## src/shared/irq_sysreg_pkg.sv

```systemverilog
package irq_sysreg_pkg;

	// ***********************************************************
	// instruction encoding of the registers in this bank
	// ***********************************************************
	localparam logic [1:0] OP0_SYS     = 2'h3;
	localparam logic [3:0] CRN_IF      = 4'hc;
	localparam logic [2:0] TOP_OP1     = 3'h6;
	localparam logic [3:0] TOP_CRM     = 4'hc;
	localparam logic [2:0] TOP_OP2     = 3'h5;
	localparam logic [2:0] HYP_OP1     = 3'h4;
	localparam logic [3:0] HYP_CRM     = 4'h9;
	localparam logic [2:0] HYP_OP2     = 3'h5;
	localparam logic [2:0] KERN_OP1    = 3'h0;
	localparam logic [3:0] KERN_CRM    = 4'hc;
	localparam logic [2:0] KERN_OP2    = 3'h5;
	localparam logic [2:0] VTR_OP1     = 3'h4;
	localparam logic [3:0] VTR_CRM     = 4'hb;
	localparam logic [2:0] VTR_OP2     = 3'h1;

	// ***********************************************************
	// exception levels and trap syndrome
	// ***********************************************************
	localparam logic [1:0] EL0         = 2'h0;
	localparam logic [1:0] EL1         = 2'h1;
	localparam logic [1:0] EL2         = 2'h2;
	localparam logic [1:0] EL3         = 2'h3;
	localparam logic [5:0] EC_SYS_TRAP = 6'h18;

	// ***********************************************************
	// top_level_sysreg_enable fields and reset values
	// ***********************************************************
	localparam int         TOP_EN_BIT        = 3;
	localparam int         TOP_IRQ_BYP_BIT   = 2;
	localparam int         TOP_FIQ_BYP_BIT   = 1;
	localparam int         TOP_SYSREG_ON_BIT = 0;
	localparam logic       IRQ_BYP_RST       = 1'b0;
	localparam logic       FIQ_BYP_RST       = 1'b0;
	localparam logic       SYSREG_ON_RST     = 1'b0;

	// ***********************************************************
	// virtual_if_type_report fields
	// ***********************************************************
	localparam int         VTR_PRI_LSB  = 29;
	localparam int         VTR_PRE_LSB  = 26;
	localparam int         VTR_ID_LSB   = 23;
	localparam int         VTR_SYS_ERR_BIT = 22;
	localparam int         VTR_TOP_AFF_BIT = 21;
	localparam int         VTR_NO_DI_BIT   = 20;
	localparam int         VTR_DEACT_BIT   = 19;
	localparam int         VTR_DI_MASK_BIT = 18;
	localparam int         VTR_LIST_LSB = 0;
	localparam logic [2:0] ID_16_BITS   = 3'h0;
	localparam logic [2:0] ID_24_BITS   = 3'h1;
	localparam int         MIN_VIRT_PRI = 5;
	localparam int         MAX_VIRT_PRE = 7;

	// ***********************************************************
	// decoded target and access outcome
	// ***********************************************************
	typedef enum logic [2:0] {
		tgt_none  = 3'h0,
		tgt_top   = 3'h1,
		tgt_hyp   = 3'h3,
		tgt_kern  = 3'h2,
		tgt_vtr   = 3'h6,
		tgt_other = 3'h7
	} target_t;

	typedef enum logic [1:0] {
		out_ok    = 2'h0,
		out_undef = 2'h1,
		out_trap2 = 2'h3,
		out_trap3 = 2'h2
	} outcome_t;

endpackage

```

## src/rtl/irq_cpu_if_sysreg_control.sv

```systemverilog
`timescale 1ns/100ps

module irq_cpu_if_sysreg_control #(
	parameter bit       REALM_EXT        = 1'b0, // realm security extension present
	parameter bit       EL2_PRESENT      = 1'b1, // exception level 2 implemented
	parameter bit       IRQ_BYPASS_SUPP  = 1'b1, // irq bypass supported
	parameter bit       FIQ_BYPASS_SUPP  = 1'b1, // fiq bypass supported
	parameter bit       SYSREG_FIXED_ONE = 1'b0, // sysreg enable read-as-one
	parameter bit       TRAP_EN_FIXED    = 1'b0, // trap-enable read-as-one too
	parameter bit       TRAP_EN_RST      = 1'b0, // value for the unknown reset
	parameter bit       HALT_UNDEF_FIRST = 1'b0, // halted undef beats level-2 trap
	parameter int       VIRT_PRI_BITS    = 5,    // virtual priority bits
	parameter int       VIRT_PRE_BITS    = 5,    // virtual preemption bits
	parameter bit       VIRT_ID_24       = 1'b0, // 24-bit virtual identifiers
	parameter bit       SEI_SUPP         = 1'b0, // virtual system error support
	parameter bit       TOP_AFF_SUPP     = 1'b0, // nonzero top affinity support
	parameter bit       DEACT_TRAP_SUPP  = 1'b0, // separate deactivate trap
	parameter bit       DI_MASK_SUPP     = 1'b0, // direct injection masking
	parameter int       LIST_REGS        = 4     // number of list registers
) (
	input  wire logic        i_clk,                 // processor clock
	input  wire logic        i_srst,                // warm reset
	input  wire logic        i_acc_valid,           // access request
	input  wire logic        i_acc_write,           // 1 write, 0 read
	input  wire logic [1:0]  i_op0,                 // encoding op0
	input  wire logic [2:0]  i_op1,                 // encoding op1
	input  wire logic [3:0]  i_crn,                 // encoding crn
	input  wire logic [3:0]  i_crm,                 // encoding crm
	input  wire logic [2:0]  i_op2,                 // encoding op2
	input  wire logic [1:0]  i_el,                  // current exception level
	input  wire logic [63:0] i_wdata,               // write data
	input  wire logic        i_el2_enabled,         // level 2 enabled
	input  wire logic        i_hyp_nested,          // nested virt trap to level 2
	input  wire logic        i_halted,              // core halted in debug
	input  wire logic        i_secure_debug_disable,// secure debug disabled
	input  wire logic        i_hyp_trap_en,         // level-2 trap-enable bit
	input  wire logic        i_hyp_sysreg_on,       // level-2 sysreg enable bit
	output logic             o_acc_done,            // access answered
	output logic             o_acc_undef,           // access is undefined
	output logic             o_trap_el2,            // trap taken to level 2
	output logic             o_trap_el3,            // trap taken to level 3
	output logic [5:0]       o_syndrome,            // trap class
	output logic             o_forward,             // handled by other logic
	output logic [63:0]      o_rdata,               // read data
	output logic             o_sysreg_on,           // sysreg interface at level 3
	output logic             o_lower_trap_en,       // effective trap-enable
	output logic             o_irq_bypass_disable,  // irq bypass off
	output logic             o_fiq_bypass_disable   // fiq bypass off
);

	// ***********************************************************
	// elaboration checks
	// ***********************************************************
	if (VIRT_PRI_BITS < irq_sysreg_pkg::MIN_VIRT_PRI || VIRT_PRI_BITS > 8)
		$error("virtual priority bits out of range");
	if (VIRT_PRE_BITS < irq_sysreg_pkg::MIN_VIRT_PRI
		|| VIRT_PRE_BITS > VIRT_PRI_BITS
		|| VIRT_PRE_BITS > irq_sysreg_pkg::MAX_VIRT_PRE)
		$error("virtual preemption bits out of range");
	if (LIST_REGS < 1 || LIST_REGS > 16)
		$error("list register count out of range");
	if (TRAP_EN_FIXED && !(SYSREG_FIXED_ONE || REALM_EXT))
		$error("fixed trap-enable needs a fixed sysreg enable");
	if (REALM_EXT && !DI_MASK_SUPP)
		$error("realm extension requires masking support");

	// ***********************************************************
	// constant fields of the register
	// ***********************************************************
	localparam bit SYSREG_ONE  = REALM_EXT || SYSREG_FIXED_ONE;
	localparam bit DI_MASK_VAL = REALM_EXT || DI_MASK_SUPP;
	localparam logic [2:0] PRI_CODE  = 3'(VIRT_PRI_BITS - 1);
	localparam logic [2:0] PRE_CODE  = 3'(VIRT_PRE_BITS - 1);
	localparam logic [4:0] LIST_CODE = 5'(LIST_REGS - 1);
	localparam logic [2:0] ID_CODE   = VIRT_ID_24 ? irq_sysreg_pkg::ID_24_BITS
		: irq_sysreg_pkg::ID_16_BITS;

	logic [63:0] vtr_value;

	// type report; without level 2 only the no-direct-injection bit is set
	always_comb
	begin
		vtr_value = 64'h0;
		vtr_value[irq_sysreg_pkg::VTR_NO_DI_BIT] = 1'b1;
		if (EL2_PRESENT)
		begin
			vtr_value[irq_sysreg_pkg::VTR_PRI_LSB +: 3] = PRI_CODE;
			vtr_value[irq_sysreg_pkg::VTR_PRE_LSB +: 3] = PRE_CODE;
			vtr_value[irq_sysreg_pkg::VTR_ID_LSB +: 3]  = ID_CODE;
			vtr_value[irq_sysreg_pkg::VTR_SYS_ERR_BIT] = SEI_SUPP;
			vtr_value[irq_sysreg_pkg::VTR_TOP_AFF_BIT] = TOP_AFF_SUPP;
			vtr_value[irq_sysreg_pkg::VTR_DEACT_BIT]   = DEACT_TRAP_SUPP;
			vtr_value[irq_sysreg_pkg::VTR_DI_MASK_BIT] = DI_MASK_VAL;
			vtr_value[irq_sysreg_pkg::VTR_LIST_LSB +: 5] = LIST_CODE;
		end
	end

	// ***********************************************************
	// stored fields of the top enable register
	// ***********************************************************
	logic sysreg_on_q;
	logic trap_en_q;
	logic irq_byp_q;
	logic fiq_byp_q;
	logic sysreg_on_eff;
	logic trap_en_rd;
	logic trap_en_eff;
	logic top_wr;

	// read views: fixed bits show one, stored bits show themselves
	assign sysreg_on_eff = SYSREG_ONE ? 1'b1 : sysreg_on_q;
	assign trap_en_rd    = TRAP_EN_FIXED ? 1'b1 : trap_en_q;
	// a zero sysreg enable makes the trap-enable behave as one
	assign trap_en_eff   = sysreg_on_eff ? trap_en_rd : 1'b1;

	// ***********************************************************
	// access decode
	// ***********************************************************
	irq_sysreg_pkg::target_t target;

	sysreg_target_decode u_decode (
		.i_op0    (i_op0),
		.i_op1    (i_op1),
		.i_crn    (i_crn),
		.i_crm    (i_crm),
		.i_op2    (i_op2),
		.o_target (target)
	);

	logic halt_secure;

	// halted with secure debug disabled turns level-3 traps from levels 1 and 2 into undef
	assign halt_secure = i_halted && i_secure_debug_disable;

	irq_sysreg_pkg::outcome_t outcome;
	logic                     fwd;
	logic [63:0]              rd_val;

	// trap and undefined priority, one target at a time
	always_comb
	begin
		outcome = irq_sysreg_pkg::out_ok;
		fwd     = 1'b0;
		rd_val  = 64'h0;
		unique case (target)
			irq_sysreg_pkg::tgt_top:
			begin
				if (i_el != irq_sysreg_pkg::EL3)
					outcome = irq_sysreg_pkg::out_undef;
				else
				begin
					rd_val[irq_sysreg_pkg::TOP_EN_BIT]  = trap_en_rd;
					rd_val[irq_sysreg_pkg::TOP_IRQ_BYP_BIT]   = irq_byp_q;
					rd_val[irq_sysreg_pkg::TOP_FIQ_BYP_BIT]   = fiq_byp_q;
					rd_val[irq_sysreg_pkg::TOP_SYSREG_ON_BIT] = sysreg_on_eff;
				end
			end
			irq_sysreg_pkg::tgt_hyp:
			begin
				unique case (i_el)
					irq_sysreg_pkg::EL0:
						outcome = irq_sysreg_pkg::out_undef;
					irq_sysreg_pkg::EL1:
						outcome = (i_el2_enabled && i_hyp_nested)
							? irq_sysreg_pkg::out_trap2 : irq_sysreg_pkg::out_undef;
					irq_sysreg_pkg::EL2:
					begin
						if (!trap_en_eff)
							outcome = halt_secure ? irq_sysreg_pkg::out_undef
								: irq_sysreg_pkg::out_trap3;
						else
							fwd = 1'b1;
					end
					irq_sysreg_pkg::EL3:
					begin
						if (!i_el2_enabled)
							outcome = irq_sysreg_pkg::out_undef;
						else
							fwd = 1'b1;
					end
				endcase
			end
			irq_sysreg_pkg::tgt_kern:
			begin
				unique case (i_el)
					irq_sysreg_pkg::EL0:
						outcome = irq_sysreg_pkg::out_undef;
					irq_sysreg_pkg::EL1:
					begin
						// level-2 trap wins unless the halted undef is ranked first
						if (HALT_UNDEF_FIRST && halt_secure && !trap_en_eff)
							outcome = irq_sysreg_pkg::out_undef;
						else if (i_el2_enabled && !i_hyp_trap_en)
							outcome = irq_sysreg_pkg::out_trap2;
						else if (!trap_en_eff)
							outcome = halt_secure ? irq_sysreg_pkg::out_undef
								: irq_sysreg_pkg::out_trap3;
						else
							fwd = 1'b1;
					end
					irq_sysreg_pkg::EL2:
					begin
						if (!trap_en_eff)
							outcome = halt_secure ? irq_sysreg_pkg::out_undef
								: irq_sysreg_pkg::out_trap3;
						else
							fwd = 1'b1;
					end
					irq_sysreg_pkg::EL3:
						fwd = 1'b1;
				endcase
			end
			irq_sysreg_pkg::tgt_vtr:
			begin
				unique case (i_el)
					irq_sysreg_pkg::EL0:
						outcome = irq_sysreg_pkg::out_undef;
					irq_sysreg_pkg::EL1:
						outcome = (i_el2_enabled && i_hyp_nested)
							? irq_sysreg_pkg::out_trap2 : irq_sysreg_pkg::out_undef;
					irq_sysreg_pkg::EL2:
					begin
						if (!i_hyp_sysreg_on)
							outcome = irq_sysreg_pkg::out_trap2;
						else
							rd_val = vtr_value;
					end
					irq_sysreg_pkg::EL3:
					begin
						if (!sysreg_on_eff)
							outcome = irq_sysreg_pkg::out_trap3;
						else
							rd_val = vtr_value;
					end
				endcase
			end
			irq_sysreg_pkg::tgt_other:
			begin
				// at level 3 the memory-mapped view bars all other registers
				if (i_el == irq_sysreg_pkg::EL3 && !sysreg_on_eff)
					outcome = irq_sysreg_pkg::out_trap3;
				else
					fwd = 1'b1;
			end
			default:
				fwd = 1'b1;
		endcase
	end

	// only a level-3 write through the one encoding may store
	assign top_wr = i_acc_valid && i_acc_write
		&& target == irq_sysreg_pkg::tgt_top
		&& i_el == irq_sysreg_pkg::EL3;

	// ***********************************************************
	// register storage, one process per field
	// ***********************************************************
	// sysreg enable; a 1 to 0 clear is left to software to avoid
	always_ff @(posedge i_clk)
	begin
		if (i_srst)
			sysreg_on_q <= irq_sysreg_pkg::SYSREG_ON_RST;
		else if (top_wr && !SYSREG_ONE)
			sysreg_on_q <= i_wdata[irq_sysreg_pkg::TOP_SYSREG_ON_BIT];
	end

	// trap-enable; its reset value is a parameter since it is unknown
	always_ff @(posedge i_clk)
	begin
		if (i_srst)
			trap_en_q <= TRAP_EN_RST;
		else if (top_wr && !TRAP_EN_FIXED)
			trap_en_q <= i_wdata[irq_sysreg_pkg::TOP_EN_BIT];
	end

	// irq bypass disable; pinned to one where bypass does not exist
	always_ff @(posedge i_clk)
	begin
		if (i_srst)
			irq_byp_q <= IRQ_BYPASS_SUPP ? irq_sysreg_pkg::IRQ_BYP_RST : 1'b1;
		else if (!IRQ_BYPASS_SUPP)
			irq_byp_q <= 1'b1;
		else if (top_wr)
			irq_byp_q <= i_wdata[irq_sysreg_pkg::TOP_IRQ_BYP_BIT];
	end

	// fiq bypass disable; same treatment as the irq bit
	always_ff @(posedge i_clk)
	begin
		if (i_srst)
			fiq_byp_q <= FIQ_BYPASS_SUPP ? irq_sysreg_pkg::FIQ_BYP_RST : 1'b1;
		else if (!FIQ_BYPASS_SUPP)
			fiq_byp_q <= 1'b1;
		else if (top_wr)
			fiq_byp_q <= i_wdata[irq_sysreg_pkg::TOP_FIQ_BYP_BIT];
	end

	// ***********************************************************
	// answer to the access, one cycle after the request
	// ***********************************************************
	// the result flags are registered so outputs come from flops
	always_ff @(posedge i_clk)
	begin
		if (i_srst)
		begin
			o_acc_done  <= 1'b0;
			o_acc_undef <= 1'b0;
			o_trap_el2  <= 1'b0;
			o_trap_el3  <= 1'b0;
			o_forward   <= 1'b0;
		end
		else
		begin
			o_acc_done  <= i_acc_valid;
			o_acc_undef <= i_acc_valid && outcome == irq_sysreg_pkg::out_undef;
			o_trap_el2  <= i_acc_valid && outcome == irq_sysreg_pkg::out_trap2;
			o_trap_el3  <= i_acc_valid && outcome == irq_sysreg_pkg::out_trap3;
			o_forward   <= i_acc_valid && fwd;
		end
	end

	// syndrome is the system access class on any trap, else zero
	always_ff @(posedge i_clk)
	begin
		if (i_srst)
			o_syndrome <= 6'h0;
		else if (i_acc_valid && (outcome == irq_sysreg_pkg::out_trap2
			|| outcome == irq_sysreg_pkg::out_trap3))
			o_syndrome <= irq_sysreg_pkg::EC_SYS_TRAP;
		else
			o_syndrome <= 6'h0;
	end

	// read data only for a successful read; zero hides stale values
	always_ff @(posedge i_clk)
	begin
		if (i_srst)
			o_rdata <= 64'h0;
		else if (i_acc_valid && !i_acc_write && outcome == irq_sysreg_pkg::out_ok)
			o_rdata <= rd_val;
		else
			o_rdata <= 64'h0;
	end

	// ***********************************************************
	// control levels for the rest of the interface
	// ***********************************************************
	// registered copies lag the stored fields by one cycle
	always_ff @(posedge i_clk)
	begin
		if (i_srst)
		begin
			o_sysreg_on          <= 1'b0;
			o_lower_trap_en      <= 1'b1;
			o_irq_bypass_disable <= !IRQ_BYPASS_SUPP;
			o_fiq_bypass_disable <= !FIQ_BYPASS_SUPP;
		end
		else
		begin
			o_sysreg_on          <= sysreg_on_eff;
			o_lower_trap_en      <= trap_en_eff;
			o_irq_bypass_disable <= irq_byp_q;
			o_fiq_bypass_disable <= fiq_byp_q;
		end
	end

endmodule

```

## src/rtl/sysreg_target_decode.sv

```systemverilog
`timescale 1ns/100ps

// ***********************************************************
// maps a system register encoding onto one bank target
// ***********************************************************
module sysreg_target_decode (
	input  wire logic [1:0]              i_op0,    // op0 field
	input  wire logic [2:0]              i_op1,    // op1 field
	input  wire logic [3:0]              i_crn,    // crn field
	input  wire logic [3:0]              i_crm,    // crm field
	input  wire logic [2:0]              i_op2,    // op2 field
	output irq_sysreg_pkg::target_t      o_target  // decoded target
);

	// one register matches when op1, crm and op2 agree
	function automatic logic enc_match(
		input logic [2:0] op1,
		input logic [3:0] crm,
		input logic [2:0] op2,
		input logic [2:0] want_op1,
		input logic [3:0] want_crm,
		input logic [2:0] want_op2
	);
		return (op1 == want_op1) && (crm == want_crm) && (op2 == want_op2);
	endfunction

	logic in_space;

	// only the interface space is ours; everything else is tgt_none
	assign in_space = (i_op0 == irq_sysreg_pkg::OP0_SYS)
		&& (i_crn == irq_sysreg_pkg::CRN_IF);

	// priority order is irrelevant: the encodings are disjoint
	always_comb
	begin
		o_target = irq_sysreg_pkg::tgt_none;
		if (in_space)
		begin
			if (enc_match(i_op1, i_crm, i_op2, irq_sysreg_pkg::TOP_OP1,
				irq_sysreg_pkg::TOP_CRM, irq_sysreg_pkg::TOP_OP2))
				o_target = irq_sysreg_pkg::tgt_top;
			else if (enc_match(i_op1, i_crm, i_op2, irq_sysreg_pkg::HYP_OP1,
				irq_sysreg_pkg::HYP_CRM, irq_sysreg_pkg::HYP_OP2))
				o_target = irq_sysreg_pkg::tgt_hyp;
			else if (enc_match(i_op1, i_crm, i_op2, irq_sysreg_pkg::KERN_OP1,
				irq_sysreg_pkg::KERN_CRM, irq_sysreg_pkg::KERN_OP2))
				o_target = irq_sysreg_pkg::tgt_kern;
			else if (enc_match(i_op1, i_crm, i_op2, irq_sysreg_pkg::VTR_OP1,
				irq_sysreg_pkg::VTR_CRM, irq_sysreg_pkg::VTR_OP2))
				o_target = irq_sysreg_pkg::tgt_vtr;
			else
				o_target = irq_sysreg_pkg::tgt_other;
		end
	end

endmodule

```

## config.mk

```make
export PLATFORM = sky130hd
export DESIGN_NAME = irq_cpu_if_sysreg_control
export DESIGN_NICKNAME = d
export VERILOG_FILES = /design/src/shared/irq_sysreg_pkg.sv /design/src/rtl/irq_cpu_if_sysreg_control.sv /design/src/rtl/sysreg_target_decode.sv
export SDC_FILE = /design/constraint.sdc
export NUM_CORES = 1
export LEC_CHECK = 0
export ABC_CLOCK_PERIOD_IN_PS = 6100
export BUFFER_PORTS_ARGS = -buffer_cell sky130_fd_sc_hd__buf_2
export CORE_MARGIN = 3
export CORE_UTILIZATION = 36
export CTS_CLUSTER_SIZE = 24
export DETAILED_ROUTE_END_ITERATION = 16
export GPL_TIMING_DRIVEN = 1
export PLACE_DENSITY = 0.86
export SLEW_MARGIN = 30
export SYNTH_ARGS = -nofsm -noshare
export SYNTH_HDL_FRONTEND = slang
export SYNTH_HIERARCHICAL = 1
export SYNTH_SLANG_ARGS = --single-unit
```

## constraint.sdc

```tcl
create_clock -name i_clk -period 6.1 [get_ports i_clk]
set_input_delay 1.525 -clock i_clk [delete_from_list [all_inputs] [get_ports i_clk]]
set_output_delay 1.525 -clock i_clk [all_outputs]
set_load 0.01 [all_outputs]
```

After elaboration in Yosys (flattened, before gate mapping)
Cells that the tools add are included. Widths: inputs -> output; s select.

Bits in latches: 0. Logic and storage cells: 104. Bits in writable memories: 0. Bits of input ports: 92. Memories kept: 0. Register bits after elaboration: 83. Memory bits (read-only): 0. Output and inout port bits: 79.

Magnitude comparators: 0. Eq/ne operators: 21. Multipliers: 0. Bitwise logic cells: 2. Shifts and indexed selects: 0. Reduce and logical (&&, ||, !) cells: 33. Muxes and demuxes: 32. Add/sub/neg operators: 0. Divide/modulo/power cells: 0.

Operators by type and width (number): $pmux 64 s2 (1); $mux 32 (2); $logic_and 1x1->1 (23); $eq 4x4->1 const B (4); $pmux 2 s4 (2); $eq 3x3->1 const B (5); $mux 2 (7); $mux 3 (4); $eq 2x2->1 const B (5); $pmux 2 s5 (1); $mux 1 (8); $pmux 4 s2 (1); $eq 3x1->1 const B (2); $eq 3x2->1 const B (2); $pmux 2 s3 (1); $mux 5 (1); $eq 2x1->1 const B (2); $logic_not 2->1 (2); $mux 4 (1); $pmux 1 s4 (1); $reduce_or 2->1 (2); $logic_not 1->1 (3); $logic_not 3->1 (1); $pmux 1 s3 (1); other kinds (5) (6).

Longest topological paths before layout
Gate-level depths: netlist of the first run.

Word-level depth: 14. Gate-level depth with buffers: 9.

Cells and area by module
The synthesis of the first run kept the hierarchy.

By module, submodules not included: irq_cpu_if_sysreg_control (instances 1, cells an instance 161, area an instance 1351.3 um^2); sysreg_target_decode (instances 1, cells an instance 16, area an instance 122.6 um^2).

Least setup slack after synthesis of the first run
Ideal clock, no wire load.

Path kind: input-to-reg. Start: input port i_op1[1]. End: register fiq_byp_q. Slack: 2.641 ns. Path buffers: 1. Data arrival time: 3.335 ns. Cell stages on the path: 9. Library setup time: 0.124 ns. Data required time: 5.976 ns. Cells stage by stage: or4b_1 > a311oi_2 > nor2_1 > nand2b_2 > nor3_4 > and3_1 > buf_6 > mux2i_1 > nor2_1.

Elaborated cells on any way between the ends: 19. Classes of those cells: 3 x eq/ne; 5 x mux; 11 x reduce/logical.

RTL lines: start, declared (line irq_cpu_if_sysreg_control.sv:26) `input wire logic [2:0] i_op1,`; $logic_not 3->1 (line sysreg_target_decode.sv:24) `return (op1 == want_op1) && (crm == want_crm) && (op2 == want_op2);`; $logic_and 1x1->1 (2 in a row) (line sysreg_target_decode.sv:24); $mux 3 (line sysreg_target_decode.sv:45) `else if (enc_match(i_op1, i_crm, i_op2, irq_sysreg_pkg::KERN_OP1,`; $mux 3 (line sysreg_target_decode.sv:42) `else if (enc_match(i_op1, i_crm, i_op2, irq_sysreg_pkg::HYP_OP1,`; $mux 3 * (line sysreg_target_decode.sv:39) `if (enc_match(i_op1, i_crm, i_op2, irq_sysreg_pkg::TOP_OP1,`; $mux 3 * (line sysreg_target_decode.sv:37) `if (in_space)`; net target[2] (line irq_cpu_if_sysreg_control.sv:119) `irq_sysreg_pkg::target_t target;`; $eq 3x1->1 * (line irq_cpu_if_sysreg_control.sv:252) `&& target == irq_sysreg_pkg::tgt_top`; $logic_and 1x1->1 * (line irq_cpu_if_sysreg_control.sv:252); $logic_and 1x1->1 * (line irq_cpu_if_sysreg_control.sv:253) `&& i_el == irq_sysreg_pkg::EL3;`; end signal, assigned (line irq_cpu_if_sysreg_control.sv:291) `fiq_byp_q <= FIQ_BYPASS_SUPP ? irq_sysreg_pkg::FIQ_BYP_RST : 1'b1;`; end signal, assigned (line irq_cpu_if_sysreg_control.sv:295) `fiq_byp_q <= i_wdata[irq_sysreg_pkg::TOP_FIQ_BYP_BIT];`; end, declared (line irq_cpu_if_sysreg_control.sv:104) `logic fiq_byp_q;`.

The timed path passes the listed nets; every way through them passes the cells marked *. A chain may end at the register's enable or synchronous reset.

Worst setup path after layout of the first run
Start: input port i_op1[1]. End: register trap_en_q.

Elaborated cells on any way between the ends: 19. Classes of those cells: 3 x eq/ne; 5 x mux; 11 x reduce/logical.

RTL lines: $logic_not 3->1 (line sysreg_target_decode.sv:24); $logic_and 1x1->1 (2 in a row) (line sysreg_target_decode.sv:24); $mux 3 (line sysreg_target_decode.sv:45); $mux 3 (line sysreg_target_decode.sv:42); $mux 3 * (line sysreg_target_decode.sv:39); $mux 3 * (line sysreg_target_decode.sv:37); net target[2] (line irq_cpu_if_sysreg_control.sv:119); $eq 3x1->1 * (line irq_cpu_if_sysreg_control.sv:252); $logic_and 1x1->1 * (line irq_cpu_if_sysreg_control.sv:252); $logic_and 1x1->1 * (line irq_cpu_if_sysreg_control.sv:253); end signal, assigned (line irq_cpu_if_sysreg_control.sv:273) `trap_en_q <= i_wdata[irq_sysreg_pkg::TOP_EN_BIT];`; end, declared (line irq_cpu_if_sysreg_control.sv:102) `logic trap_en_q;`.

Marks and branches as above.

==> results.md, run 1 <==
* Synth warn at 6
* Number of vias per cell at ~4.2
* Most flops, register: o_rdata
* Vias in the first global route at just over 900
* Worst path max stage delay at ~0.53 ns
* #FFs+latches synth at 19
* Worst VDD drop at 0.0640 mV
* CP dominant cell by count: nor2_1
* Nets at roughly 310
* CP endpoint kind: flop
* Commonest cells after routing, fill and taps aside: conb_1 (61), buf_2 (49), dfxtp_1 (19), nor2_1 (11), nand2_1 (7)
* Max-cap check violation count at 0
* Max FFs per register at 5
* Port Buffers at between 40 and 50
* Pre-CTS setup slack at approximately 2.3 ns
* Final Setup Violations at 0
* Clock latency on the worst-skew pair at 0.25 ns
* Max-slew violation count at 0
* Max Root-Sink Buffers at 2
* CP max FO at 7
* Minimum clock period at between 3 and 4 ns
* Largest net degree at the start of global routing at 14
* Setup slack after layout at between 2 and 3 ns
* I/O Pins at between 150 and 200
* H-tree level count at 1
* Initial antenna violation count at 0
* Pint at ~180 uW
* Post-CTS Setup Repair Bufs at 0
* Post_cts resized at 0
* WS Path Type: input port to flop
* Core box area at 0.00380 mm^2
* Inserted Diodes at 0
* Final period utilization at a little under three fifths
* Final count of hold timing violations at 0
* Tot GR Track Use at about a tenth
* Cells after Synth at between 150 and 200
* Root buf cell: clkbuf_8
* HPWL Detailed at about 2400 um
* Mean area per synthesized cell at approximately 8.3 um^2
* Share of layout cells above drive strength 1 at between 20% and 30%
* Grt total ovfl at 0
* TritonCTS clock tree: yes
* Worst-margin pin slew at roughly 0.61 ns
* Final ANT Viol Nets at 0
* Commonest non-fill, non-tap cell in the layout: conb_1
* Sequential area share after synthesis at 25.8%
* Filler cells at 405
* Sum of buffers and inverters on the critical path at 1
* DR vias at 1134
* Tot Pwr at roughly 250 uW
* Worst path slowest cell: or4b_1
* Leakage power at approximately 0.00079 uW
* Chip height at roughly 70 um
* Worst path required time at 6.24 ns
* CTS sink count at 19
* Post-Route WL at roughly 2700 um
* Cts hold-fix bufs at 0
* Combinational Power Share at roughly 17%
* Setup crit start kind: input port
* CTS clk-pin slew, worst paths at 0.07 ns
* First-pass GRT wire length at just under 4000 um
* Router iterations before antenna repair at 4
* R2r setup slk at around 4.6 ns
* DR WL/cell at 10.2 um
* Switch share at around 28%
* Sw Pwr at 70.6 uW
* Hold Path Class: flop to flop
* Crit path max-delay family: simple AND/OR/NAND/NOR gates
* Setup TNS at 0 ns
* Max Fclk at around 290 MHz
* Residual DRC at 0
* P per Cell Area at between 150 and 200 mW/mm^2
* Cell area after synthesis at roughly 0.0015 mm^2
* Status: finished clean
* Crit-path cells: buf_2 -> or4b_1 -> a311oi_2 -> nor2_1 -> nand2b_2 -> nor3_4 -> and3_1 -> mux2i_1 -> nor2_1
* DRT iter0 DRCs at 45
* Cell variety after synth at 45
* Synth-to-Final Area Change at 4.50%
* Clock share of power at roughly a third
* RSZ-0062 raised after global routing: false
* Rows at 22
* Worst rel slew slack at approximately 60%
* RePlAce Congestion at between 0.9 and 1
* CTS Buf Count at 3
* Clock Skew at between 0.003 and 0.004 ns
* Sequential fraction of design power at 49.4%
* DIE WIDTH at roughly 70 um
* Starting Density at roughly two fifths
* Die ar. at between 0.004 and 0.005 mm^2
* CP arrival at ~3.7 ns
cell type report:
cell class,instances,area (um^2),area share [%]
multi-input cells,145,793,51.5
flip-flops and latches,19,380,24.7
repair buffers,49,245,15.9
well taps,48,60.1,3.90
inverters,4,15.0,0.975
clock buffers,3,41.3,2.68
clock inverters,1,5.00,0.325
cell families after synthesis:
| family | count (synthesis) | synth area share, % |
|---|---|---|
| compound gates | 27 | 12.3 |
| flops | 19 | 25.8 |
| simple gates | 53 | 23.3 |
| other cells | 1 | 0.254 |
| mux | 4 | 2.72 |
| buf+inv | 73 | 35.7 |
cell usage after synthesis, drive strengths merged:
cell	instances	area (um^2)
o21ai	8	40.0
nor4bb	1	10.0
a21oi	5	28.8
and4b	1	10.0
mux2i	4	40.0
nand2	7	26.3
a211oi	1	7.51
o31a	1	8.76
nor2	11	41.3
nor2b	3	18.8
a31oi	2	12.5
o22ai	1	6.26
dfxtp	19	380
a21o	1	7.51
clkbuf	1	3.75
o21a	1	7.51
nand4b	2	17.5
a311oi	1	15.0
a2111oi	1	8.76
buf	68	507
nor3	4	31.3
nor3b	3	32.5
nand3	4	20.0
a21boi	3	22.5
or4b	1	10.0
inv	4	15.0
and3	3	21.3
o211ai	1	7.51
conb	1	3.75
nand4	1	6.26
and3b	2	18.8
and2b	1	7.51
or3b	1	8.76
a2bb2oi	1	8.76
nand4bb	2	22.5
nand2b	6	40.0
power by group through the flow:
stage / Combinational (uW) / Sequential [uW] / Clock [uW]
2_1_floorplan: 57.3 / 128 / 0
3_3_place_gp: 41.5 / 128 / 0
3_5_place_dp: 42.1 / 128 / 0
4_1_cts: 42.2 / 125 / 86.4
5_1_grt: 47.8 / 125 / 92.3
6_report: 43.3 / 125 / 84.9
stage by stage:
| stage | cell area (um^2) | cells | hold slack, ns | util [%] |
|---|---|---|---|---|
| floorplan | 1700 | 237 | 0.451 | - |
| global placement | 1490 | 265 | 0.467 | 39.3 |
| detailed placement | 1490 | 265 | 0.480 | 39.3 |
| CTS | 1540 | 269 | 0.496 | 40.5 |
| global route | 1540 | 269 | 0.517 | 40.5 |
| finish | 1540 | 269 | 0.498 | 40.5 |
layer usage:
metal  routed length [um]  share of wire (%)  vias to the layer above  track usage [%]
met2                 1330                 48                       77             17.9
met1                 1070                 39                      493             11.0
met4                    0                  0                        0             1.28
met3                  355                 13                        0             2.59
met5                    0                  0                        -                0
li1                     -                  -                      564                -
worst paths after layout:
kind / start / endpoint / depth (start not counted)
setup / recovery: i_op1[1] / trap_en_q$_SDFFE_PP0P_ / 9
hold reg to reg: fiq_byp_q$_SDFFE_PP0P_ / o_fiq_bypass_disable$_SDFF_PP0_ / 1
setup reg to reg: sysreg_on_eff$_SDFFE_PP0P_ / o_acc_undef$_SDFF_PP0_ / 5
hold / removal: fiq_byp_q$_SDFFE_PP0P_ / o_fiq_bypass_disable$_SDFF_PP0_ / 1
No activity file was read; power rests on OpenSTA's default activity.
==> run 2: changes to the inputs <==
- ABC_AREA: default -> 1
- ABC_CLOCK_PERIOD_IN_PS: 6100 -> 3100
- CORE_UTILIZATION: 36 -> 31
- PLACE_DENSITY: 0.86 -> 0.77
- clock period: 6.1 -> 3.1 ns (I/O delays scaled with it)
==> run 2 against run 1 <==
Sequential cell count is the same. Critical endpoint is now fiq_byp_q$_SDFFE_PP0P_. Utilization shrank 4.6 points. Sequential power grew 97%. Critical path type unchanged. Largest cell class unchanged.
==> results.md, run 2 <==
* Status: finished clean (unchanged)
* Combinational Power Share at 18.5% (was 17.1%)
* Tot GR Track Use at 9.42% (was 9.57%)
* Share of layout cells above drive strength 1 at 25.9% (was 28.1%)
* Number of cells after detailed placement at 335 (was 265)
* H-tree level count at 1 (unchanged)
* Post-Route WL at 2720 um (was 2750 um)
* Post_cts resized at 0 (unchanged)
* Switch share at 27.5% (was 27.9%)
* DR WL/cell at 8.04 um (was 10.2 um)
* First-pass GRT wire length at 4700 um (was 3930 um)
* Root buf cell: clkbuf_8 (unchanged)
* Sequential area share after synthesis at 24.9% (was 25.8%)
* Reg2reg path depth at 9 (was 5)
* Commonest cells after routing, fill and taps aside: conb_1 (61), buf_2 (49), nand2_1 (32), nor2_1 (29), inv_1 (28) (was conb_1 (61), buf_2 (49), dfxtp_1 (19), nor2_1 (11), nand2_1 (7))
* Cell variety after synth at 24 (was 45)
* CP dominant cell by count: nor2_1 (unchanged)
* Max-slew violation count at 0 (unchanged)
* Initial antenna violation count at 0 (unchanged)
* Minimum clock period at 2.20 ns
* Pint at 362 uW (was 182 uW)
* DIE WIDTH at 76.2 um (was 70.0 um)
* Number of vias per cell at 3.81 (was 4.22)
* RePlAce Congestion at 0.818 (was 0.925)
* Area contributors post-synth: buf_4 (31%), dfxtp_1 (25%), nand2_1 (7.9%), nor2_1 (7.1%), inv_1 (6.9%) (was buf_4 (33%), dfxtp_1 (26%), nor2_1 (2.8%), mux2i_1 (2.7%), nand2b_1 (2.1%))
* FFs w/ async S/R, synth at 0% (unchanged)
* Nets at 367 (was 314)
* Port Buffers at 49 (unchanged)
* Grt total ovfl at 0 (unchanged)
* CP endpoint kind: flop (unchanged)
* Worst path max stage delay at 0.22 ns (was 0.53 ns)
* Ys flop type: dfxtp_1 (unchanged)
* TritonCTS clock tree: yes (unchanged)
* Sequential fraction of design power at 49.2% (was 49.4%)
* Max FFs per register at 5 (unchanged)
* Setup crit start kind: input port (unchanged)
* DRT iter0 DRCs at 59 (was 45)
* HPWL Detailed at 2400 um (was 2370 um)
* Top post-synthesis cells by count: buf_4 (64), nand2_1 (32), nor2_1 (29), inv_1 (28), dfxtp_1 (19) (was buf_4 (64), dfxtp_1 (19), nor2_1 (11), nand2_1 (7), o21ai_0 (6))
* Post-synthesis xor/xnor area fraction at 0% (unchanged)
* Cts hold-fix bufs at 0 (unchanged)
* Post-synthesis compound-gate area fraction at 6.15% (was 12.3%)
* #FFs+latches synth at 19 (unchanged)
* Crit-path cells: buf_2 -> nor2_1 -> nand3_1 -> nor2_2 -> nand2_1 -> nor2_1 -> inv_1 -> nor2_1 -> nand2_1 -> nor2_4 -> nand3_4 -> o21ai_0 -> a21oi_1 (was buf_2 -> or4b_1 -> a311oi_2 -> nor2_1 -> nand2b_2 -> nor3_4 -> and3_1 -> mux2i_1 -> nor2_1)
* Worst path required time at 3.24 ns (was 6.24 ns)
* Final period utilization at a little under three quarters
* Top cell type's share of synthesized area at 31.5% (was 32.6%)
* CTS clk-pin slew, worst paths at 0.06 ns (was 0.07 ns)
* Crit path max-delay family: simple AND/OR/NAND/NOR gates (unchanged)
* Hold Path Class: flop to flop (unchanged)
* Mux share of post-synthesis cell area at 0% (was 2.72%)
* Mean area per synthesized cell at 6.78 um^2 (was 8.33 um^2)
* CP arrival at 2.35 ns (was 3.65 ns)
* Cells after Synth at 225 (was 177)
* Final Setup Violations at 0 (unchanged)
* Post-CTS Setup Repair Bufs at 0 (unchanged)
* Worst path slowest cell: nor2_1 (was or4b_1)
* Synth warn at 6 (unchanged)
* Worst VDD drop at 0.122 mV (was 0.0640 mV)
* Leakage power at 0.000916 uW (was 0.000793 uW)
* Number of synthesized flops with an enable pin at 0 (unchanged)
* DR vias at 1292 (was 1134)
* I/O Pins at 171 (unchanged)
* Fin cells at 339 (was 269)
* Synth Area in Adders at 0% (unchanged)
* Cell area after synthesis at 0.00153 mm^2 (was 0.00147 mm^2)
* Synth-to-Final Area Change at 7.62% (was 4.50%)
* Sw Pwr at 138 uW (was 70.6 uW)
* Main combinational cell family by area after synthesis: buffers and inverters (unchanged)
* Vias in the first global route at 1123 (was 927)
* P per Cell Area at 304 mW/mm^2 (was 164 mW/mm^2)
* CTS Buf Count at 3 (unchanged)
* Commonest non-fill, non-tap cell in the layout: conb_1 (unchanged)
* Max Fclk at about 450 MHz
* CTS sink count at 19 (unchanged)
* Post-Synth Simple-Gate Area at 30.3% (was 23.3%)
* Hold Path Stages at 2 (was 1)
* Residual DRC at 0 (unchanged)
* Final count of hold timing violations at 0 (unchanged)
* Synth area leader: buf_4 (unchanged)
* Router iterations before antenna repair at 4 (unchanged)
* Largest net degree at the start of global routing at 11 (was 14)
* Final ANT Viol Nets at 0 (unchanged)
* CP max FO at 8 (was 7)
* Core box area at 0.00456 mm^2 (was 0.00380 mm^2)
* Max-cap check violation count at 0 (unchanged)
* Core Util, Final at 36.0% (was 40.5%)
* Clock Skew at 0.00556 ns (was 0.00362 ns)
* Setup TNS at 0 ns (unchanged)
* Starting Density at 33.4% (was 38.8%)
* Chip height at 76.2 um (was 70.0 um)
* RSZ-0062 raised after global routing: false (unchanged)
* Crit. path cell count at 13 (was 9)
* WS Path Type: input port to flop (unchanged)
* Most frequent cell after synthesis: buf_4 (unchanged)
* Sum of buffers and inverters on the critical path at 2 (was 1)
* Clock share of power at 32.3% (was 33.5%)
* Rows at 24 (was 22)
* Max Root-Sink Buffers at 2 (unchanged)
* Clock latency on the worst-skew pair at 0.25 ns (about the same)
* Die ar. at 0.00580 mm^2 (was 0.00490 mm^2)
* Inserted Diodes at 0 (unchanged)
* Most flops, register: o_rdata (unchanged)
-- run 2: cell count changes after synthesis, moves of 3 or more --
cell,before,now
nand2_1,7,32
inv_1,4,28
nor2_1,11,29
nand3_1,4,11
nor2_2,0,7
nand2b_1,5,0
mux2i_1,4,0
nand2_2,0,4
a21boi_0,3,0
buf_2,3,0
nor2b_1,3,0
-- run 2: layout make-up --
class | count | area, um^2
fillers | 519 | 2920
well taps | 65 | 81.3
inverters | 28 | 105
repair buffers | 49 | 245
clock buffers | 4 | 45.0
multi-input cells | 174 | 786
flip-flops and latches | 19 | 380
-- run 2: cell families after synthesis --
group,count (synthesis)
AO/OA/AOI/OAI,17
buffers and inverters,92
flip-flops,19
other,1
AND/OR/NAND/NOR,96
-- run 2: worst paths after layout --
| path | startpoint | to | slack, ns |
|---|---|---|---|
| setup reg to reg | sysreg_on_eff$_SDFFE_PP0P_ | o_rdata[0]$_SDFF_PP0_ | 1.75 |
| hold reg to reg | irq_byp_q$_SDFFE_PP0P_ | o_rdata[2]$_SDFF_PP0_ | 0.45 |
| setup / recovery | i_crn[1] | fiq_byp_q$_SDFFE_PP0P_ | 0.90 |
| hold / removal | irq_byp_q$_SDFFE_PP0P_ | o_rdata[2]$_SDFF_PP0_ | 0.45 |
-- run 2: per-layer routing --
metal	routed length, um	vias to the layer above	track usage [%]
met4	45	0	3.80
li1	-	662	-
met5	0	-	0
met1	987	545	10.7
met3	442	5	2.96
met2	1250	80	16.4
-- run 2: stage by stage --
step / total power [uW] / hold WS, ns / instance area (um^2) / setup WS (ns)
after global routing: 531 / 0.463 / 1640 / 0.636
after global placement: 340 / 0.437 / 1600 / 0.645
after CTS: 503 / 0.447 / 1640 / 0.881
after floorplan: 369 / 0.422 / 1750 / 0.983
final: 500 / 0.445 / 1640 / 0.895
after detailed placement: 341 / 0.436 / 1600 / 0.619
-- run 2: worst register-to-register path, cell delays in order, from the launching register on --
cell and delay, ns:
dfxtp_1 0.35, inv_1 0.10, nor2_2 0.19, nand2_1 0.10, o21ai_1 0.15, nand2_1 0.08
nand2_2 0.09, nor2_2 0.05, nand2_2 0.10, nor2_1 0.05
-- run 2: power groups by stage --
stage               clock, uW  combinational [uW]  sequential [uW]
floorplan                   0                 117              252
CTS                       167                90.1              246
global placement            0                88.6              252
finish                    162                92.4              246
detailed placement          0                89.9              251
global route              181                 105              246
==> run 3: changes to the inputs <==
- ABC_AREA: 1 -> 0
- ABC_CLOCK_PERIOD_IN_PS: 3100 -> 2150
- CORE_UTILIZATION: 31 -> 34
- PLACE_DENSITY: 0.77 -> 0.82
- clock period: 3.1 -> 2.15 ns (I/O delays scaled with it)
==> run 3 against run 2 <==
The run now ends with negative setup slack left. Via count fell by 6.6%. Register-to-register slack got worse by 1.1 ns. Non-clock buffer count rose by 13. Total power rose by 48%. Global-route usage rose by 0.69 points. Largest cell class unchanged. Sequential share of layout area fell by 1.4 points. Die area fell by 11%. Sequential cell count did not move. Critical path depth fell by 4. Cell count fell by 16%.
==> results.md, run 3 (synthesized netlist as in run 1, its figures left out) <==
* Status: complete, but fails checks (was finished clean)
* Failing checks: negative setup slack
* Post-Route WL at 3030 um (was 2720 um)
* Critical path launch point: i_op1[1] (was i_crn[1])
* Setup TNS at -0.0412 ns (was 0 ns)
* Tot Pwr at 739 uW (was 500 uW)
* RePlAce Congestion at 0.825 (was 0.818)
* Worst VDD drop at 0.145 mV (was 0.122 mV)
* Rows at 23 (was 24)
* First-pass GRT wire length at 4180 um (was 4700 um)
* Hold Path Class: flop to flop (unchanged)
* CP arrival at 2.38 ns (was 2.35 ns)
* Starting Density at 36.1% (was 33.4%)
* Fin cells at 284 (was 339)
* Register Area at 380 um^2 (unchanged)
* P per Cell Area at 423 mW/mm^2 (was 304 mW/mm^2)
* Grt met3 use at 1.40% (was 2.96%)
* Final period utilization at 102%
* Router iterations before antenna repair at 4 (unchanged)
* Tot GR Track Use at 10.1% (was 9.42%)
* Filler cells at 418 (was 519)
* Max Root-Sink Buffers at 2 (unchanged)
* Number of cells after detailed placement at 276 (was 335)
* Setup crit start kind: input port (unchanged)
* DR WL/cell at 10.7 um (was 8.04 um)
* HPWL Detailed at 2430 um (was 2400 um)
* Port Buffers at 49 (unchanged)
* Minimum clock period at about 2.2 ns
* DIE WIDTH at 71.8 um (was 76.2 um)
* RSZ-0062 raised after global routing: true (was false)
* FF-to-FF Start: sysreg_on_eff$_SDFFE_PP0P_ (unchanged)
* Share of layout cells above drive strength 1 at 36.3% (was 25.9%)
* Commonest cells after routing, fill and taps aside: conb_1 (61), buf_2 (45), dfxtp_1 (19), buf_4 (11), nor2_1 (9) (was conb_1 (61), buf_2 (49), nand2_1 (32), nor2_1 (29), inv_1 (28))
* Cts hold-fix bufs at 0 (unchanged)
* CP max FO at 5 (was 8)
* Core box area at 0.00409 mm^2 (was 0.00456 mm^2)
* Final Setup Violations at 1 (was 0)
* TritonCTS clock tree: yes (unchanged)
* Die ar. at 0.00516 mm^2 (was 0.00580 mm^2)
* Max-cap check violation count at 0 (unchanged)
* CTS Buf Count at 3 (unchanged)
* Max Fclk at 456 MHz
* Commonest non-fill, non-tap cell in the layout: conb_1 (unchanged)
* CP endpoint kind: flop (unchanged)
* Initial antenna violation count at 0 (unchanged)
* Max FFs per register at 5 (unchanged)
* Final ANT Viol Nets at 0 (unchanged)
* Vias in the first global route at 976 (was 1123)
* H-tree level count at 1 (unchanged)
* Nets at 327 (was 367)
* Largest net degree at the start of global routing at 14 (was 11)
* Most flops, register: o_rdata (unchanged)
* Inserted Diodes at 0 (unchanged)
* Hold Path Stages at 1 (was 2)
* Final count of hold timing violations at 0 (unchanged)
* Root buf cell: clkbuf_8 (unchanged)
* Area taken by multi-input logic gates at 866 um^2 (was 786 um^2)
* Met1 usage at 11.2% (was 10.7%)
* Grt total ovfl at 0 (unchanged)
* Clock Skew at 0.00126 ns (was 0.00556 ns)
* Clock latency on the worst-skew pair at 0.25 ns (about the same)
* Hold path start: fiq_byp_q$_SDFFE_PP0P_ (was irq_byp_q$_SDFFE_PP0P_)
* CTS clk-pin slew, worst paths at 0.07 ns (was 0.06 ns)
* Leakage power at 0.000881 uW (was 0.000916 uW)
* DR vias at 1207 (was 1292)
* Number of vias per cell at 4.25 (was 3.81)
* Max-slew violation count at 0 (unchanged)
* Chip height at 71.8 um (was 76.2 um)
* DRT iter0 DRCs at 35 (was 59)
* Residual DRC at 0 (unchanged)
* CTS sink count at 19 (unchanged)
* I/O Pins at 171 (unchanged)
* Reg2reg path depth at 5 (was 9)
* Synth-to-Final Area Change at 18.6% (was 7.62%)
* Setup slack after layout at -0.0412 ns (was 0.895 ns)
* Worst path required time at 2.33 ns (was 3.24 ns)
* WS Path Type: input port to flop (unchanged)
* Grt met2 use at 20.0% (was 16.4%)
* GRT Max-Usage Layer: met2 (unchanged)
[run 3: cell types whose count changed in the layout (fill, tap and decap cells not counted), sizes merged, moves of 4 or more]
cell,before,now
buf,49,62
nand2b,0,6
nand3,14,4
mux2i,0,4
inv,28,4
nand2,36,7
nor2,38,11
[run 3: path summary, 6_finish.rpt]
path / endpoint / slack [ns]
max: o_acc_undef$_SDFF_PP0_ / -0.04
min: o_fiq_bypass_disable$_SDFF_PP0_ / 0.48
max reg2reg: o_acc_undef$_SDFF_PP0_ / 0.65
min reg2reg: o_fiq_bypass_disable$_SDFF_PP0_ / 0.48
[run 3: through the flow]
stage	utilization [%]	cell area, um^2	setup slack, ns	hold slack [ns]
2_1_floorplan	-	1710	-0.164	0.451
3_3_place_gp	38.5	1580	-0.401	0.472
3_5_place_dp	38.5	1580	-0.419	0.474
4_1_cts	40.5	1650	-0.0464	0.484
5_1_grt	42.8	1750	-0.144	0.503
6_report	42.8	1750	-0.0412	0.485
[run 3: critical path, stage by stage]
cell	delay [ns]
buf_6	0.09
or4b_4	0.54
a311oi_4	0.27
nor2_4	0.07
and3b_2	0.25
o21ai_2	0.10
o211ai_1	0.12
a21oi_2	0.22
nor3b_2	0.19
[run 3: layout make-up]
cell class / instances / share of cell area [%]
multi-input combinational: 145 / 49.5
sequential: 19 / 21.8
timing repair buffer: 62 / 21.5
tap: 50 / 3.58
clock buffer: 3 / 2.36
inverter: 4 / 0.859
clock inverter: 1 / 0.429
[run 3: metal layers]
metal	wire [um]	up-vias
met5	0	-
met2	1600	84
li1	-	591
met3	384	5
met1	1020	527
met4	34	0
[run 3: where the power goes]
part           internal, uW  total, uW  leakage [uW]  switching [uW]
logic                  47.4        142      0.000706            94.4
registers               354        355      0.000154           0.569
clock network           130        243     0.0000217             112
total                   532        739      0.000881             207
[run 3: repair_timing]
item                                   CTS  global route
pin swaps                                6             8
resized for setup                        7            15
setup buffers                            1             3
setup endpoints to repair                5            10
endpoints found under the hold margin    0             0
gates cloned                             0             0
